<file path="src/verilog/atsp_pkg.sv">
// shared constants, channel structs and state codes for the tcm slave port
package atsp_pkg;
  localparam int DATA_W = 64;
  localparam int STRB_W = 8;
  localparam int ADDR_W = 32;
  localparam int LEN_W = 4;
  localparam int MEM_IDX_W = 20;
  localparam int NUM_MEM = 4;

  localparam logic [2:0] SIZE_BYTE = 3'h0;
  localparam logic [2:0] SIZE_HALF = 3'h1;
  localparam logic [2:0] SIZE_WORD = 3'h2;
  localparam logic [2:0] SIZE_DWORD = 3'h3;

  localparam logic [1:0] BURST_FIXED = 2'h0;
  localparam logic [1:0] BURST_INCR = 2'h1;
  localparam logic [1:0] BURST_WRAP = 2'h2;

  localparam logic [1:0] RESP_OKAY = 2'h0;
  localparam logic [1:0] RESP_SLVERR = 2'h2;

  // memory select: bit 0 picks data memory, bit 1 picks processor 1
  localparam logic [1:0] SEL_INSTR0 = 2'h0;
  localparam logic [1:0] SEL_DATA0 = 2'h1;
  localparam logic [1:0] SEL_INSTR1 = 2'h2;
  localparam logic [1:0] SEL_DATA1 = 2'h3;
  localparam int SEL_DATA_BIT = 0;
  localparam int SEL_CPU1_BIT = 1;

  localparam logic [7:0] STRB_ALL = 8'hFF;
  localparam logic [7:0] STRB_LO = 8'h0F;
  localparam logic [7:0] STRB_HI = 8'hF0;
  localparam logic [7:0] STRB_HALF = 8'h03;
  localparam logic [7:0] STRB_BYTE = 8'h01;

  // memory write enables per 32-bit half of the doubleword
  localparam logic [1:0] WE_NONE = 2'h0;
  localparam logic [1:0] WE_LO = 2'h1;
  localparam logic [1:0] WE_HI = 2'h2;
  localparam logic [1:0] WE_BOTH = 2'h3;

  localparam logic [ADDR_W-1:0] ADDR_STEP = 32'h0000_0008;
  localparam logic [1:0] RST_SYNC_INIT = 2'h0;
  localparam logic [LEN_W-1:0] BEAT_INIT = 4'h0;

  typedef struct packed {
    logic [ADDR_W-1:0] slave_address;
    logic [LEN_W-1:0] slave_burst_length;
    logic [2:0] slave_transfer_size;
    logic [1:0] slave_burst_type;
    logic [1:0] memory_select_sideband;
  } atsp_ax_s;

  typedef struct packed {
    logic [1:0] we;
    logic [MEM_IDX_W-1:0] idx;
    logic [DATA_W-1:0] wdata;
  } atsp_mreq_s;

  typedef enum logic [8:0] {
    ST_IDLE = 9'h001,
    ST_RADDR = 9'h002,
    ST_RCAP = 9'h004,
    ST_RSEND = 9'h008,
    ST_WDATA = 9'h010,
    ST_WRD = 9'h020,
    ST_WCAP = 9'h040,
    ST_WWRITE = 9'h080,
    ST_BRESP = 9'h100
  } atsp_state_e;
endpackage

</file>
<file path="src/verilog/atsp_check.sv">
// legality check of one address-channel request
`timescale 1ns/1ps
module atsp_check import atsp_pkg::*; #(
  parameter int ILM_AW = 16,
  parameter int DLM_AW = 16,
  parameter bit CPU1_PRESENT = 1'b1
) (
  input wire atsp_ax_s ax,
  output logic err
);
  logic form_ok;
  logic range_ok;
  logic cpu_ok;
  logic [ADDR_W:0] end_addr;

  always_comb begin
    end_addr = {1'b0, ax.slave_address};
    // an incrementing burst must end inside the memory too
    if (ax.slave_burst_type == BURST_INCR) begin
      end_addr = {1'b0, ax.slave_address} + {{(ADDR_W-LEN_W-2){1'b0}}, ax.slave_burst_length, 3'h0};
    end
    form_ok = (ax.slave_transfer_size == SIZE_DWORD && ax.slave_address[2:0] == 3'h0) ||
              (ax.slave_burst_length == BEAT_INIT &&
               ((ax.slave_transfer_size == SIZE_WORD && ax.slave_address[1:0] == 2'h0) ||
                (ax.slave_transfer_size == SIZE_HALF && !ax.slave_address[0]) ||
                ax.slave_transfer_size == SIZE_BYTE));
    range_ok = ax.memory_select_sideband[SEL_DATA_BIT] ? ((end_addr >> DLM_AW) == '0)
                                                       : ((end_addr >> ILM_AW) == '0);
    cpu_ok = !ax.memory_select_sideband[SEL_CPU1_BIT] || CPU1_PRESENT;
    err = !(form_ok && range_ok && cpu_ok);
  end
endmodule

</file>
<file path="src/verilog/atsp_merge.sv">
// byte-lane merge of new write data over old memory data
`timescale 1ns/1ps
module atsp_merge import atsp_pkg::*; #(
  parameter int W = DATA_W
) (
  input wire logic [W-1:0] old_data,
  input wire logic [W-1:0] new_data,
  input wire logic [W/8-1:0] be,
  output logic [W-1:0] merged
);
  genvar i;
  generate
    for (i = 0; i < W/8; i++) begin : g_lane
      assign merged[8*i+7:8*i] = be[i] ? new_data[8*i+7:8*i] : old_data[8*i+7:8*i];
    end
  endgenerate
endmodule

</file>
<file path="src/verilog/atsp_slave_port.sv">
// axi slave port into the four local instruction and data memories
// How it works
// - select sideband picks one of four memories
// - core traffic wins over slave port
// - no protection-unit checks on slave accesses
// - 64-bit data, standard axi handshakes
// - id width is a parameter, one minimum
// - aligned doubleword, any length and burst type
// - single aligned word, burst type ignored
// - single aligned halfword, burst type ignored
// - single byte at any address
// - anything else answers slave error
// - partial writes complete through read-modify-write, except whole aligned words to data memory
// - beyond memory size answers slave error
// - processor 1 absent answers slave error
// - no lock, cache or protection inputs
// - exclusive read answers okay, no monitor
`timescale 1ns/1ps
module atsp_slave_port import atsp_pkg::*; #(
  parameter int ID_W = 4,
  parameter int ILM_AW = 16,
  parameter int DLM_AW = 16,
  parameter bit CPU1_PRESENT = 1'b1
) (
  input wire logic clk,
  input wire logic reset_n,
  input wire logic ce,
  input wire logic awvalid,
  output logic awready,
  input wire atsp_ax_s s_aw,
  input wire logic [ID_W-1:0] awid,
  input wire logic wvalid,
  output logic wready,
  input wire logic [DATA_W-1:0] wdata,
  input wire logic [STRB_W-1:0] slave_write_strobes,
  input wire logic wlast,
  output logic bvalid,
  input wire logic bready,
  output logic [ID_W-1:0] bid,
  output logic [1:0] b_slave_response,
  input wire logic arvalid,
  output logic arready,
  input wire atsp_ax_s s_ar,
  input wire logic [ID_W-1:0] arid,
  output logic rvalid,
  input wire logic rready,
  output logic [ID_W-1:0] rid,
  output logic [DATA_W-1:0] rdata,
  output logic [1:0] r_slave_response,
  output logic rlast,
  input wire logic [NUM_MEM-1:0] core_busy,
  output logic [NUM_MEM-1:0] mem_en,
  output atsp_mreq_s mem_req,
  input wire logic [NUM_MEM-1:0][DATA_W-1:0] mem_rdata
);
  // ----------------------------------------------------------------
  // reset release
  // ----------------------------------------------------------------
  logic [1:0] rst_sync_q;
  logic rst_n_s;

  always_ff @(posedge clk or negedge reset_n) begin
    if (!reset_n) begin
      rst_sync_q <= RST_SYNC_INIT;
    end else begin
      rst_sync_q <= {rst_sync_q[0], 1'b1};
    end
  end
  assign rst_n_s = rst_sync_q[1];

  // ----------------------------------------------------------------
  // request checks and arbitration
  // ----------------------------------------------------------------
  atsp_state_e state_q, state_d;
  atsp_ax_s ax_q;
  logic [ID_W-1:0] id_q;
  logic [LEN_W-1:0] beat_q;
  logic [DATA_W-1:0] wdata_q, rdata_q, merged;
  logic [STRB_W-1:0] be_q, be_d;
  logic [1:0] we_q, we_d;
  logic err_q, rr_q, last_q;
  logic aw_err, ar_err, take_wr, take_rd, mem_go, r_done, w_beat;

  atsp_check #(.ILM_AW(ILM_AW), .DLM_AW(DLM_AW), .CPU1_PRESENT(CPU1_PRESENT)) u_aw_check (
    .ax(s_aw),
    .err(aw_err)
  );
  atsp_check #(.ILM_AW(ILM_AW), .DLM_AW(DLM_AW), .CPU1_PRESENT(CPU1_PRESENT)) u_ar_check (
    .ax(s_ar),
    .err(ar_err)
  );
  // old data is merged in the capture cycle itself, while the memory still shows it
  atsp_merge #(.W(DATA_W)) u_merge (
    .old_data(mem_rdata[ax_q.memory_select_sideband]),
    .new_data(wdata_q),
    .be(be_q),
    .merged(merged)
  );

  // reads and writes alternate when both wait, so neither starves
  assign take_wr = ce && state_q == ST_IDLE && awvalid && (!arvalid || !rr_q);
  assign take_rd = ce && state_q == ST_IDLE && arvalid && !take_wr;
  assign awready = take_wr;
  assign arready = take_rd;

  // ----------------------------------------------------------------
  // axi response side
  // ----------------------------------------------------------------
  assign wready = ce && state_q == ST_WDATA;
  assign w_beat = wready && wvalid;
  assign rvalid = state_q == ST_RSEND;
  assign rlast = beat_q == ax_q.slave_burst_length;
  assign r_done = ce && rvalid && rready;
  assign rid = id_q;
  assign rdata = rdata_q;
  // no lock input exists, so an exclusive read is just a read
  assign r_slave_response = err_q ? RESP_SLVERR : RESP_OKAY;
  assign bvalid = state_q == ST_BRESP;
  assign bid = id_q;
  assign b_slave_response = err_q ? RESP_SLVERR : RESP_OKAY;

  // ----------------------------------------------------------------
  // memory side
  // ----------------------------------------------------------------
  // no permission check sits on this path
  assign mem_go = ce && (state_q == ST_RADDR || state_q == ST_WRD || state_q == ST_WWRITE) &&
                  !core_busy[ax_q.memory_select_sideband];

  always_comb begin
    mem_en = '0;
    mem_en[ax_q.memory_select_sideband] = mem_go;
  end

  assign mem_req = '{we: (mem_go && state_q == ST_WWRITE) ? we_q : WE_NONE,
                     idx: ax_q.slave_address[MEM_IDX_W+2:3],
                     wdata: wdata_q};

  function automatic logic [STRB_W-1:0] lane_mask(input logic [2:0] sz, input logic [2:0] a);
    case (sz)
      SIZE_DWORD: lane_mask = STRB_ALL;
      SIZE_WORD: lane_mask = a[2] ? STRB_HI : STRB_LO;
      SIZE_HALF: lane_mask = STRB_HALF << {a[2:1], 1'b0};
      default: lane_mask = STRB_BYTE << a;
    endcase
  endfunction

  function automatic logic [ADDR_W-1:0] next_addr(input atsp_ax_s ax);
    logic [ADDR_W-1:0] inc;
    logic [ADDR_W-1:0] mask;
    inc = ax.slave_address + ADDR_STEP;
    mask = {{(ADDR_W-LEN_W-3){1'b0}}, ax.slave_burst_length, 3'h7};
    case (ax.slave_burst_type)
      BURST_FIXED: next_addr = ax.slave_address;
      BURST_WRAP: next_addr = (ax.slave_address & ~mask) | (inc & mask);
      default: next_addr = inc;
    endcase
  endfunction

  // only full doublewords and data-memory word halves go straight in
  always_comb begin
    be_d = slave_write_strobes & lane_mask(ax_q.slave_transfer_size, ax_q.slave_address[2:0]);
    we_d = WE_NONE;
    if (ax_q.slave_transfer_size == SIZE_DWORD && be_d == STRB_ALL) begin
      we_d = WE_BOTH;
    end else if (ax_q.slave_transfer_size == SIZE_WORD && ax_q.memory_select_sideband[SEL_DATA_BIT]) begin
      if (be_d == STRB_LO) begin
        we_d = WE_LO;
      end else if (be_d == STRB_HI) begin
        we_d = WE_HI;
      end
    end
  end

  // ----------------------------------------------------------------
  // sequencer
  // ----------------------------------------------------------------
  always_comb begin
    state_d = state_q;
    unique case (state_q)
      ST_IDLE: begin
        if (take_wr) begin
          state_d = ST_WDATA;
        end else if (take_rd) begin
          state_d = ar_err ? ST_RSEND : ST_RADDR;
        end
      end
      ST_RADDR: begin
        if (mem_go) begin
          state_d = ST_RCAP;
        end
      end
      ST_RCAP: state_d = ST_RSEND;
      ST_RSEND: begin
        if (r_done) begin
          state_d = rlast ? ST_IDLE : (err_q ? ST_RSEND : ST_RADDR);
        end
      end
      ST_WDATA: begin
        if (w_beat) begin
          if (err_q) begin
            state_d = wlast ? ST_BRESP : ST_WDATA;
          end else begin
            state_d = (we_d == WE_NONE) ? ST_WRD : ST_WWRITE;
          end
        end
      end
      ST_WRD: begin
        if (mem_go) begin
          state_d = ST_WCAP;
        end
      end
      ST_WCAP: state_d = ST_WWRITE;
      ST_WWRITE: begin
        if (mem_go) begin
          state_d = last_q ? ST_BRESP : ST_WDATA;
        end
      end
      ST_BRESP: begin
        if (ce && bready) begin
          state_d = ST_IDLE;
        end
      end
    endcase
  end

  always_ff @(posedge clk or negedge rst_n_s) begin
    if (!rst_n_s) begin
      state_q <= ST_IDLE;
    end else if (ce) begin
      state_q <= state_d;
    end
  end

  // ----------------------------------------------------------------
  // transfer context
  // ----------------------------------------------------------------
  always_ff @(posedge clk or negedge rst_n_s) begin
    if (!rst_n_s) begin
      ax_q <= '0;
      id_q <= '0;
      err_q <= 1'b0;
      rr_q <= 1'b0;
      beat_q <= BEAT_INIT;
    end else if (ce) begin
      if (take_wr || take_rd) begin
        ax_q <= take_wr ? s_aw : s_ar;
        id_q <= take_wr ? awid : arid;
        err_q <= take_wr ? aw_err : ar_err;
        rr_q <= take_wr;
        beat_q <= BEAT_INIT;
      end else if (r_done && !rlast) begin
        beat_q <= beat_q + 4'h1;
        ax_q.slave_address <= next_addr(ax_q);
      end else if (mem_go && state_q == ST_WWRITE && !last_q) begin
        ax_q.slave_address <= next_addr(ax_q);
      end
    end
  end

  always_ff @(posedge clk or negedge rst_n_s) begin
    if (!rst_n_s) begin
      wdata_q <= '0;
      be_q <= '0;
      we_q <= WE_NONE;
      last_q <= 1'b0;
    end else if (ce) begin
      if (w_beat && !err_q) begin
        wdata_q <= wdata;
        be_q <= be_d;
        we_q <= we_d;
        last_q <= wlast;
      end else if (state_q == ST_WCAP) begin
        // slow path: old doubleword with the strobed lanes replaced
        wdata_q <= merged;
        we_q <= WE_BOTH;
      end
    end
  end

  // memory data is valid one cycle after the read enable
  always_ff @(posedge clk or negedge rst_n_s) begin
    if (!rst_n_s) begin
      rdata_q <= '0;
    end else if (ce) begin
      if (take_rd) begin
        rdata_q <= '0;
      end else if (state_q == ST_RCAP || state_q == ST_WCAP) begin
        rdata_q <= mem_rdata[ax_q.memory_select_sideband];
      end
    end
  end

  // ----------------------------------------------------------------
  // checks
  // ----------------------------------------------------------------
  a_core_has_priority:
    assert property (@(posedge clk) disable iff (!rst_n_s) (mem_en & core_busy) == 4'h0)
    else $error("slave port used a memory the core is busy with");
  a_route_by_select:
    assert property (@(posedge clk) disable iff (!rst_n_s)
      (mem_en != 4'h0) |-> (mem_en == (4'h1 << ax_q.memory_select_sideband)))
    else $error("memory enable does not follow the select sideband");
  a_narrow_burst_err:
    assert property (@(posedge clk) disable iff (!rst_n_s)
      (awvalid && awready && s_aw.slave_transfer_size != SIZE_DWORD && s_aw.slave_burst_length != 4'h0)
      |=> err_q)
    else $error("narrow burst not flagged as error");
  a_cpu1_absent:
    assert property (@(posedge clk) disable iff (!rst_n_s)
      (arvalid && arready && s_ar.memory_select_sideband[SEL_CPU1_BIT] && !CPU1_PRESENT)
      |=> rvalid && r_slave_response == RESP_SLVERR)
    else $error("access to absent processor 1 not refused");
  a_range_err:
    assert property (@(posedge clk) disable iff (!rst_n_s)
      (arvalid && arready && s_ar.memory_select_sideband == SEL_DATA0 && (s_ar.slave_address >> DLM_AW) != 0)
      |=> rvalid && r_slave_response == RESP_SLVERR)
    else $error("out of range read not refused");
  a_byte_ok:
    assert property (@(posedge clk) disable iff (!rst_n_s)
      (arvalid && arready && s_ar.slave_transfer_size == SIZE_BYTE && s_ar.slave_burst_length == 4'h0 &&
       s_ar.memory_select_sideband == SEL_INSTR0 && (s_ar.slave_address >> ILM_AW) == 0) |=> !err_q && !rvalid)
    else $error("legal byte read refused");
  a_dword_ok:
    assert property (@(posedge clk) disable iff (!rst_n_s)
      (awvalid && awready && s_aw.slave_transfer_size == SIZE_DWORD && s_aw.slave_address[2:0] == 3'h0 &&
       s_aw.slave_burst_type != BURST_INCR && s_aw.memory_select_sideband == SEL_INSTR0 &&
       (s_aw.slave_address >> ILM_AW) == 0) |=> !err_q)
    else $error("legal doubleword write refused");
  a_err_write_dropped:
    assert property (@(posedge clk) disable iff (!rst_n_s) (err_q && state_q != ST_IDLE) |-> mem_en == 4'h0)
    else $error("erroring transfer reached a memory");
  a_r_held:
    assert property (@(posedge clk) disable iff (!rst_n_s)
      (rvalid && !rready) |=> rvalid && $stable(rdata) && $stable(rlast) && $stable(r_slave_response))
    else $error("read beat changed before acceptance");
endmodule

</file>
<file path="config.mk">
export PLATFORM = sky130hd
export DESIGN_NAME = atsp_slave_port
export DESIGN_NICKNAME = d
export VERILOG_FILES = /design/src/verilog/atsp_pkg.sv /design/src/verilog/atsp_check.sv /design/src/verilog/atsp_merge.sv /design/src/verilog/atsp_slave_port.sv
export SDC_FILE = /design/constraint.sdc
export NUM_CORES = 1
export LEC_CHECK = 0
export BUFFER_PORTS_ARGS = -buffer_cell sky130_fd_sc_hd__buf_2
export CAP_MARGIN = 20
export CORE_AREA = 2 2 237 239
export DETAILED_ROUTE_END_ITERATION = 8
export DIE_AREA = 0 0 239 241
export PLACE_DENSITY = 0.48
export SKIP_CTS_REPAIR_TIMING = 1
export SLEW_MARGIN = 10
export SYNTH_ARGS = -nofsm -noshare
export SYNTH_HDL_FRONTEND = slang
export SYNTH_HIERARCHICAL = 1
export SYNTH_SLANG_ARGS = --single-unit
</file>
<file path="constraint.sdc">
create_clock -name clk -period 13.02 [get_ports clk]
set_clock_uncertainty 0.2 [all_clocks]
set_input_delay 1.302 -clock clk [delete_from_list [all_inputs] [get_ports clk]]
set_output_delay 1.302 -clock clk [all_outputs]
set_load 0.005 [all_outputs]
</file>
# Word level (Yosys, flattened, before mapping)
# Cells that the tools add are included.
# W data, S select, Z words.
classes:
  magnitude_cmp: 2
  n_mux: 55
  shifts: 2
  add_sub_neg: 4
  bitwise: 6
  n_reduce_logical: 82
  n_eq_ne: 40
ops:
  columns: ["cell", "count"]
  rows:
  - ["$mux W64", 5]
  - ["$bmux W64 S2", 1]
  - ["$mux W9", 11]
  - ["$mux W32", 3]
  - ["$pmux W9 S9", 1]
  - ["$mux W8", 10]
  - ["$add A32 B7 Y33", 2]
  - ["$logic_not A33 Y1", 2]
  - ["$mux W33", 2]
  - ["$pmux W32 S2", 1]
  - ["$mux W43", 1]
  - ["$add A32 B4 Y32 const B", 1]
  - ["$and A32 B32 Y32", 1]
  - ["$and A32 B7 Y32", 1]
  - ["$not A7 Y32", 1]
  - ["$or A32 B32 Y32", 1]
  - ["$logic_and A1 B1 Y1", 29]
  - ["$mux W4", 6]
  - ["$pmux W8 S3", 1]
  - ["$reduce_and A3 Y1", 8]
  - ["$ne A2 B1 Y1 const B", 10]
  - ["$eq A3 B2 Y1 const B", 6]
  - ["$eq A8 B8 Y1 const B", 2]
  - ["$mux W2", 8]
  - ["35 further kinds", 77]
word_totals:
  input_bits: 435
  word_cells: 214
  regBits: 203

# Longest topological paths before layout
# Gate-level depths: netlist of the first run.
logic_depth:
  depth_word: 13
  ltp_mapped: 11
  depth_no_buf: 10

# Hierarchy
# Netlist of the first run, hierarchy kept.
by_module_without_submodules:
  columns: ["mod", "instances", "area_each_um2", "cells_per_inst"]
  rows:
  - ["atsp_slave_port", 1, 11328.4, 1153]
  - ["atsp_merge", 1, 1051.0, 72]
  - ["atsp_check", 2, 377.9, 55]

# Worst setup path after synthesis of the first run
# Ideal clock, no wire load.
synth_timing:
  path_kind: "input -> output"
  from: "in awvalid"
  to: "out awready"
  slack_ns: 8.896
  arrival_ns: 2.622
  n_path_buf: 2
  cell_stages: 5
  cell_sequence: "a21boi_1 nand4_1 clkinv_1 buf_2 clkbuf_1"
synth_between:
  elab_chain_len: 2
synth_lines:
  columns: ["element", "line_no", "source"]
  rows:
  - ["start, declared", "atsp_slave_port.sv:28", "input wire logic awvalid,"]
  - ["$logic_and A1 B1 Y1 (2 in series)", "atsp_slave_port.sv:101", "assign take_wr = ce && state_q == ST_IDLE && awvalid && (!arvalid || !rr_q);"]
  - ["end, declared", "atsp_slave_port.sv:29", "output logic awready,"]
# Every way passes these cells.

# Final worst setup path of the first run
# Same ends and word-level chain as after synthesis.

==> results of run 1 <==
metrics by stage:
stage | cells | util | instance area (um2) | total power [mW]
CTS | 2560 | 0.311 | 17100 | 3.25
global placement | 2529 | 0.301 | 16500 | 2.66
floorplan | 1336 | - | 13100 | 2.11
detailed placement | 2529 | 0.301 | 16500 | 2.68
global route | 2565 | 0.311 | 17100 | 3.44
finish | 2566 | 0.311 | 17100 | 3.20
worst paths after layout:
path,end,slack (ns),cells past startpoint
worst max-delay path,awready,8.25,5
worst min-delay path,rst_sync_q[1],0.15,0
worst max register to register,rdata[34],8.75,8
worst min register to register,rst_sync_q[1],0.15,0
max in group asynchronous,wdata_q[47],10.81,1
min in group asynchronous,state_q[6],0.25,0
power by group through the flow:
stage | sequential [mW] | combinational (mW) | clock, mW
after floorplan | 0.995 | 1.11 | 0
after global placement | 1.14 | 1.52 | 0
after detailed placement | 1.15 | 1.53 | 0
after CTS | 1.14 | 1.54 | 0.575
after global routing | 1.18 | 1.67 | 0.596
final | 1.13 | 1.52 | 0.550
cell usage in the layout (no fill, tap or decap), types with 6 or more instances in the layout:
master / count
diode_2: 6
nor3_1: 19
xor2_1: 18
nor4_1: 11
inv_1: 16
nor2_1: 89
a31oi_1: 9
o21ai_0: 66
buf_4: 12
and2_1: 15
nor2b_1: 8
and3_1: 27
clkbuf_16: 17
a211oi_1: 7
a22oi_1: 26
mux4_2: 65
dfrtp_1: 190
a21oi_1: 86
and4_1: 9
o22ai_1: 8
nand4_1: 19
nand2_1: 209
nand3_1: 24
mux2i_1: 67
mux2_2: 19
o21ai_1: 27
buf_2: 604
ha_1: 8
mux2_4: 64
cell type report:
type	instances	area, um2
diodes	6	15.0
fillers	5827	37800
inverters	19	71.3
multi-input cells	996	7560
clock inverters	13	139
flip-flops and latches	194	4870
well taps	704	881
clock buffers	18	439
repair buffers	616	3110
registers in the layout, indices dropped and copies added (netlist names), named ones only:
register,flops
state_q,9
err_q,1
rr_q,1
bid,4
we_q,2
rst_sync_q,2
rdata,64
mem_req,17
be_q,8
beat_q,4
last_q,1
ax_q,14
wdata_q,64
routing by layer:
layer	wire [um]	part of all wire	global-route usage
met5	11	0.00020	0
met1	22800	0.41	0.226
met3	3560	0.063	0.0477
met4	1820	0.032	0.0676
met2	28000	0.50	0.329
cells by family (layout without fill, tap and decap cells):
group / count (synthesis) / in the layout / synth area share
other cells: 2 / 9 / 0.000572
simple gates: 467 / 467 / 0.169
buf+inv: 146 / 666 / 0.0571
flops: 194 / 194 / 0.370
compound gates: 279 / 279 / 0.128
xor+xnor: 23 / 23 / 0.0153
mux: 216 / 216 / 0.253
fa+ha+maj: 8 / 8 / 0.00762
==> summary.md, run 1 <==
| Metric | Value |
|---|---|
| Outcome | `finished clean` |
| Synth Register Bits | `194` |
| Family with the most delay on the worst path | `simple AND/OR/NAND/NOR gates` |
| Top cell type's share of synthesized area | `0.368` |
| Required time of the critical path | `11.52 ns` |
| Fin crit period | `between 4 and 5 ns` |
| Gr ovfl total | `0` |
| Hold path start | `rst_sync_q[0]` |
| Rel. slew slack | `0.314` |
| First DRT Iteration DRCs | `742` |
| Crit path largest cell delay | `0.76 ns` |
| Port Buffers | `604` |
| ANT nets after route | `0` |
| # rows | `86` |
| Max-Cap Viols | `0` |
| Setup_tns | `0 ns` |
| Post-Syn Instances | `~1300` |
| Final setup violation count | `0` |
| Synth area leaders | `dfrtp_1 37%, mux4_2 11%, mux2_4 7.3%, nand2_1 6.0%, mux2i_1 5.1%` |
| Startpoint Class | `primary input` |
| Final Net Count | `2287` |
| Largest net degree at the start of global routing | `93` |
| Sequential area share after synthesis | `0.370` |
| RSZ-0062 raised after global routing | `no` |
| Slowest cell on crit path | `nand4_1` |
| Worst slew pin tran | `1.03 ns` |
| Ys flop type | `dfrtp_1` |
| CTS clk-pin slew, worst paths | `around 0.080 ns` |
| Slew Viols, Final | `0` |
| Final WS setup | `8.25 ns` |
| RD Place Congestion | `0.868` |
| Layout cells sized above 1 | `0.441` |
| Critical-path cell list | `buf_2 > a21boi_1 > nand4_1 > clkinv_1 > buf_2` |
| Vias | `about 13000` |
| Starting Density | `0.239` |
| Max Freq | `between 200 and 250 MHz` |
| Logic pwr share | `0.475` |
| Asr flop ratio synth | `1.00` |
| CTS Buffer Depth | `2` |
| # IOs | `roughly 600` |
| CTS tree | `done` |
| Worst Setup End Kind | `primary output` |
| CP Launch Point | `awvalid` |
| Die height | `241 um` |
| First-pass detailed-route iteration total | `5` |
| Most common cell on crit path | `buf_2` |
| Remaining routing DRC violations | `0` |
| Die Area | `approximately 58000 um2` |
| Final period util | `0.367` |
| Sequential share of power | `0.353` |
| WL/cell | `21.9 um` |
| Die width | `approximately 240 um` |
| Synth Warn # | `6` |
| Sw Share | `0.401` |
| # clock sinks | `194` |
| P_int | `1.92 mW` |
| Cell with the most instances after synthesis | `nand2_1` |
| PD cells | `about 190 nW/um2` |
| H-tree Lvls | `4` |
| Reg2reg start | `state_q[6]` |
| Total Wirelength | `56.2 mm` |
| Worst hold margin | `0.154 ns` |
| Area of the core | `around 55000 um2` |
| Yosys cell types | `74` |
| Leakage power figure | `8.89 nW` |
| WS Path Type | `in -> out` |
| Buf/Inv on CP | `3` |
| CP Max Fanout | `8` |
| First-pass GRT wire length | `~80 mm` |
| Clock Power Share | `0.172` |
| Post-DP HPWL | `between 40 and 50 mm` |
| Pre-CTS setup slack | `7.93 ns` |
| Total CTS buffers | `17` |
| Synthesized area | `13100 um2` |
| Clk_lat worst skew | `0.48 ns` |
| VDD IR max | `roughly 0.10 mV` |
| Fin. Hold Viols | `0` |
| HP Class | `reg -> reg` |
| Net load switching power | `1.29 mW` |
| Vias in the first global route | `between 10000 and 15000` |
| Initial antenna violation count | `17` |
| Root buf cell | `clkbuf_16` |
| Synth top cells by count | `210 x nand2_1, 193 x dfrtp_1, 90 x nor2_1` |
| Largest area contributor in the netlist | `dfrtp_1` |
| EDFF count, synth | `0` |
| Total track usage | `0.189` |
| Syn Area/Cell | `9.84 um2` |
| Area added between synthesis and finish | `30.1%` |
| Worst EP arrival | `3.27 ns` |
| Vias/cell | `4.90` |
Power figures use the tool's default switching activity.
==> run 2: changes to the inputs <==
--- a/config.mk
+++ b/config.mk
@@ -7,10 +7,10 @@
 export LEC_CHECK = 0
 export BUFFER_PORTS_ARGS = -buffer_cell sky130_fd_sc_hd__buf_2
 export CAP_MARGIN = 20
-export CORE_AREA = 2 2 237 239
+export CORE_AREA = 2 2 238 240
 export DETAILED_ROUTE_END_ITERATION = 8
-export DIE_AREA = 0 0 239 241
-export PLACE_DENSITY = 0.48
+export DIE_AREA = 0 0 240 242
+export PLACE_DENSITY = 0.49
 export SKIP_CTS_REPAIR_TIMING = 1
 export SLEW_MARGIN = 10
 export SYNTH_ARGS = -nofsm -noshare
==> constraint.sdc (replaced) <==
create_clock -name clk -period 4.32 [get_ports clk]
set_clock_uncertainty 0.2 [all_clocks]
set_input_delay 0.432 -clock clk [delete_from_list [all_inputs] [get_ports clk]]
set_output_delay 0.432 -clock clk [all_outputs]
set_load 0.005 [all_outputs]
==> run 2 against run 1 <==
The flow now finishes with violations (hold timing). Combinational power grew to 3.2 times the previous value. Utilization up 1.2 points. Sequential power grew to 2.9 times the previous value. Cell count up 5.3%. Flip-flop and latch count is the same. Die area rose by 0.84%. Worst setup slack got worse by 7.6 ns. Non-clock buffer count rose by 82. Global-route usage up 0.078 points. Worst hold slack lost 0.16 ns. Largest cell class unchanged.
==> summary.md, run 2 (same netlist as run 1, synthesis figures left out) <==
| Metric | Value |
|---|---|
| Outcome | `complete, but fails checks` |
| Failing checks | `hold timing` |
| Worst Setup End Kind | `flop` |
| Root buf cell | `clkbuf_16` |
| RD Place Congestion | `0.907` |
| Setup_tns | `0 ns` |
| RSZ-0062 raised after global routing | `no` |
| Placed cell area | `16700 um2` |
| Die width | `240 um` |
| Worst slew pin tran | `0.968 ns` |
| Vias | `12916` |
| First-pass detailed-route iteration total | `5` |
| Layout cells sized above 1 | `0.427` |
| WL/cell | `between 20 and 25 um` |
| Initial antenna violation count | `11` |
| Die height | `242 um` |
| CTS tree | `done` |
| Final WS setup | `0.619 ns` |
| Worst setup path endpoint | `ax_q[6]` |
| Total Wirelength | `57.0 mm` |
| H-tree Lvls | `4` |
| First-pass GRT wire length | `81.0 mm` |
| PD cells | `545 nW/um2` |
| Most common cell after layout, fill and taps aside | `buf_2` |
| First DRT Iteration DRCs | `680` |
| ANT nets after route | `0` |
| Post-DP HPWL | `around 45 mm` |
| Starting Density | `0.236` |
| Reg2reg end | `ax_q[6]` |
| CTS Buffer Depth | `2` |
| CP Max Fanout | `14` |
| Flop-to-flop setup slack | `0.62 ns` |
| Total track usage | `0.190` |
| Gr ovfl total | `0` |
| Remaining routing DRC violations | `0` |
| Design Area, Final | `18000 um2` |
| Required time of the critical path | `4.55 ns` |
| Area of the core | `55700 um2` |
| VDD IR max | `0.632 mV` |
| Max Freq | `270 MHz` |
| # clock sinks | `around 190` |
| Worst EP arrival | `a little under 4 ns` |
| Worst hold margin | `-0.00474 ns` |
| Pre-CTS setup slack | `~1 ns` |
| Clk_lat worst skew | `0.50 ns` |
| Final period util | `0.857` |
| WS Path Type | `reg -> reg` |
| CP Launch Point | `state_q[6]` |
| HP Class | `in -> reg` |
| Leakage power figure | `9.27 nW` |
| R2r worst-path depth | `7` |
| Total Power | `9.81 mW` |
| Fin crit period | `3.70 ns` |
| Fin. Hold Viols | `1` |
| # IOs | `607` |
| Placed insts | `2589` |
| Rel. slew slack | `0.354` |
| Slew Viols, Final | `0` |
| Fin util | `0.323` |
| Startpoint Class | `flop` |
| Total CTS buffers | `17` |
| Most frequent cells in the layout | `604 x buf_2, 209 x nand2_1, 190 x dfrtp_1` |
| Die Area | `58100 um2` |
| Reg2reg start | `state_q[6]` |
| Max-Cap Viols | `0` |
| Port Buffers | `around 600` |
| Area added between synthesis and finish | `37.1%` |
| Largest net degree at the start of global routing | `roughly 130` |
| Vias in the first global route | `approximately 13000` |
| CTS clk-pin slew, worst paths | `0.08 ns` |
| Final setup violation count | `0` |
| Final non-filler cell total | `2701` |
| Vias/cell | `4.78` |
| # rows | `87` |
| Final Net Count | `between 2000 and 2500` |
run 2: power by group:
group | internal [mW] | leakage (nW) | switching [mW] | total (mW)
clock | 0.800 | 0.290 | 0.861 | 1.66
combinational | 2.60 | 6.48 | 2.26 | 4.86
sequential | 2.48 | 2.50 | 0.814 | 3.29
total | 5.87 | 9.27 | 3.94 | 9.81
run 2: worst max-delay path, stage by stage (launching register included):
cell and delay [ns]:
dfrtp_1 0.55, or4_1 0.59, or4_2 0.72, nor2_2 0.52
buf_4 0.32, nand2_1 0.11, nand2_1 0.08, dlygate4sd3_1 0.55
run 2: layer usage:
metal  vias to the layer above  track usage  part of all wire
met5                         -            0           0.00040
met4                         4        0.100             0.041
met3                        90       0.0554             0.075
met2                       517        0.316              0.49
met1                      6273        0.219              0.39
li1                       6032            -                 -
run 2: layout make-up:
| type | count | area [um2] |
|---|---|---|
| antenna | 6 | 15.0 |
| clock buffer | 19 | 453 |
| clock inverter | 13 | 134 |
| fill | 5959 | 37700 |
| inverter | 19 | 71.3 |
| multi-input combinational | 996 | 7560 |
| sequential | 194 | 4870 |
| tap | 756 | 946 |
| timing repair buffer | 698 | 3960 |
run 2: worst min-delay path by stage:
stage | start | end | cells after the start
floorplan | reset_n | rst_sync_q[0] | 0
global placement | rst_sync_q[1] | state_q[5] | 0
detailed placement | rst_sync_q[1] | state_q[5] | 0
CTS | reset_n | rst_sync_q[1] | 1
global route | wdata[14] | wdata_q[14] | 3
finish | wdata[35] | wdata_q[35] | 3
==> run 3: changes to the inputs <==
--- a/config.mk
+++ b/config.mk
@@ -7,13 +7,14 @@
 export LEC_CHECK = 0
 export BUFFER_PORTS_ARGS = -buffer_cell sky130_fd_sc_hd__buf_2
 export CAP_MARGIN = 20
-export CORE_AREA = 2 2 238 240
+export CORE_AREA = 2 2 236 238
 export DETAILED_ROUTE_END_ITERATION = 8
-export DIE_AREA = 0 0 240 242
-export PLACE_DENSITY = 0.49
+export DIE_AREA = 0 0 238 240
+export GPL_TIMING_DRIVEN = 0
+export PLACE_DENSITY = 0.47
 export SKIP_CTS_REPAIR_TIMING = 1
 export SLEW_MARGIN = 10
 export SYNTH_ARGS = -nofsm -noshare
 export SYNTH_HDL_FRONTEND = slang
-export SYNTH_HIERARCHICAL = 1
 export SYNTH_SLANG_ARGS = --single-unit
+export TNS_END_PERCENT = 20
==> run 3 against run 2 <==
Fmax decreased by 13%. Critical path depth decreased by 2. Non-clock buffer count increased by 47. The run now ends clean. Utilization decreased by 1.8 points. Sequential share of layout area increased by 2.1 points. Combinational power decreased by 17%. Via count increased by 0.85%. Synthesized area decreased by 9.9%. Critical path type is now reg -> out. Cell area decreased by 7.5%. Clock power about the same. Synthesized cell count decreased by 10%. Register-to-register slack got worse by 0.16 ns.
==> summary.md, run 3 <==
| Metric | Value |
|---|---|
| Initial antenna violation count | `22` |
| Yosys cell types | `79` |
| Largest net degree at the start of global routing | `56` |
| Total CTS buffers | `17` |
| RSZ-0062 raised after global routing | `yes` |
| Fin. Hold Viols | `0` |
| ANT nets after route | `0` |
| Synth Register Bits | `194` |
| Total track usage | `0.222` |
| WL/cell | `about 25 um` |
| Final period util | `0.986` |
| CTS clk-pin slew, worst paths | `about 0.080 ns` |
| Worst slew pin tran | `1.17 ns` |
| Starting Density | `0.216` |
| Flop-to-flop setup slack | `0.46 ns` |
| Startpoint Class | `flop` |
| Post-DP HPWL | `53.5 mm` |
| Outcome | `finished clean` |
| Syn Area/Cell | `9.87 um2` |
| Synthesized area | `roughly 12000 um2` |
| Hold path start | `s_ar[9]` |
| Required time of the critical path | `3.69 ns` |
| H-tree Lvls | `4` |
| Max-Cap Viols | `0` |
| Vias/cell | `approximately 5.1` |
| Total Power | `8.57 mW` |
| Final setup violation count | `0` |
| RD Place Congestion | `0.953` |
| Fin crit period | `4.26 ns` |
| Area added between synthesis and finish | `40.8%` |
| Synth area leaders | `dfrtp_1 41%, mux4_2 12%, nand2_1 6.5%, a2bb2oi_1 4.7%, o21ai_0 4.7%` |
| WS Path Type | `reg -> out` |
| Sequential area share after synthesis | `0.410` |
| First-pass GRT wire length | `90.1 mm` |
| # rows | `86` |
| Port Buffers | `604` |
| CTS Buffer Depth | `2` |
| CTS tree | `done` |
| Total Wirelength | `65.5 mm` |
| Vias in the first global route | `approximately 13000` |
| Asr flop ratio synth | `1.00` |
| Die Area | `approximately 57000 um2` |
| VDD IR max | `0.245 mV` |
| Layout cells sized above 1 | `0.428` |
| # IOs | `607` |
| Synth top cells by count | `205 x nand2_1, 193 x dfrtp_1, 112 x o21ai_0` |
| First-pass detailed-route iteration total | `5` |
| Largest area contributor in the netlist | `dfrtp_1` |
| HP Class | `in -> reg` |
| Clk_lat worst skew | `0.49 ns` |
| Remaining routing DRC violations | `0` |
| Most frequent cells in the layout | `625 x buf_2, 205 x nand2_1, 192 x dfrtp_1` |
| Worst EP arrival | `around 3.6 ns` |
| Final WS setup | `0.0603 ns` |
| Post-Syn Instances | `1199` |
| Max Freq | `235 MHz` |
| CP Max Fanout | `10` |
| Top cell type's share of synthesized area | `0.408` |
| Reg2reg start | `ax_q[1]` |
| CP Launch Point | `ax_q[1]` |
| Synth Warn # | `0` |
| Most common cell after layout, fill and taps aside | `buf_2` |
| Die width | `238 um` |
| Final Net Count | `2291` |
| Area of the core | `54700 um2` |
| PD cells | `514 nW/um2` |
| # clock sinks | `194` |
| Worst Setup End Kind | `primary output` |
| Die height | `240 um` |
| Slew Viols, Final | `0` |
| Pre-CTS setup slack | `between 0.3 and 0.4 ns` |
| EDFF count, synth | `0` |
| Cell with the most instances after synthesis | `nand2_1` |
| Rel. slew slack | `0.221` |
| Vias | `13026` |
| Gr ovfl total | `0` |
| First DRT Iteration DRCs | `just under 800` |
| Root buf cell | `clkbuf_16` |
| Leakage power figure | `about 8 nW` |
| Ys flop type | `dfrtp_1` |
## run 3: path summary, 6_finish.rpt
path	endpoint	depth (start not counted)
worst min register to register	bid[2]	0
worst min-delay path	ax_q[9]	3
max in group asynchronous	wdata_q[1]	2
worst max register to register	wdata_q[50]	6
min in group asynchronous	rst_sync_q[1]	2
worst max-delay path	mem_en[2]	5
## run 3: layout make-up
class,count,area [um2]
Timing Repair Buffer,629,3320
Buffer,116,576
Antenna cell,12,30.0
Clock inverter,14,145
Multi-Input combinational cell,877,6370
Fill cell,5794,38000
Inverter,13,48.8
Clock buffer,18,439
Sequential cell,194,4860
Tap cell,704,881
## run 3: logic make-up after synthesis
group / after synthesis / synth area share
other cells: 2 / 0.000635
buf+inv: 129 / 0.0527
flops: 194 / 0.410
compound gates: 376 / 0.219
fa+ha+maj: 8 / 0.00846
xor+xnor: 14 / 0.0104
simple gates: 401 / 0.166
mux: 75 / 0.133
## run 3: per-layer routing
| layer | vias up | share of wire | GRT usage |
|---|---|---|---|
| li1 | 5863 | - | - |
| met1 | 6452 | 0.39 | 0.252 |
| met2 | 589 | 0.51 | 0.396 |
| met3 | 112 | 0.063 | 0.0532 |
| met4 | 10 | 0.040 | 0.0947 |
| met5 | - | 0.00093 | 0 |
## run 3: critical path, stage by stage (launching register included)
cell and delay [ns]:
dfrtp_1 0.32, clkbuf_1 0.85, clkbuf_1 0.88, buf_1 0.68
and3b_1 0.27, buf_2 0.12
## run 3: through the flow
| stage | area (um2) | setup TNS, ns | utilization | hold slack [ns] | std cells |
|---|---|---|---|---|---|
| after floorplan | 11800 | 0 | - | -0.0636 | 1200 |
| after global placement | 15700 | -149.81 | 0.288 | 0.0184 | 2508 |
| after detailed placement | 15800 | 0 | 0.290 | 0.0220 | 2513 |
| after CTS | 16400 | -0.0596 | 0.301 | -0.526 | 2545 |
| after global routing | 16700 | -0.102 | 0.305 | 0.0131 | 2573 |
| final | 16700 | 0 | 0.305 | 0.0324 | 2577 |
## run 3: where the power goes
| group | switching, mW | total [mW] | leakage [nW] | internal (mW) |
|---|---|---|---|---|
| Clock | 0.841 | 1.67 | 0.275 | 0.826 |
| Combinational | 2.21 | 4.02 | 5.28 | 1.81 |
| Sequential | 0.483 | 2.88 | 2.56 | 2.40 |
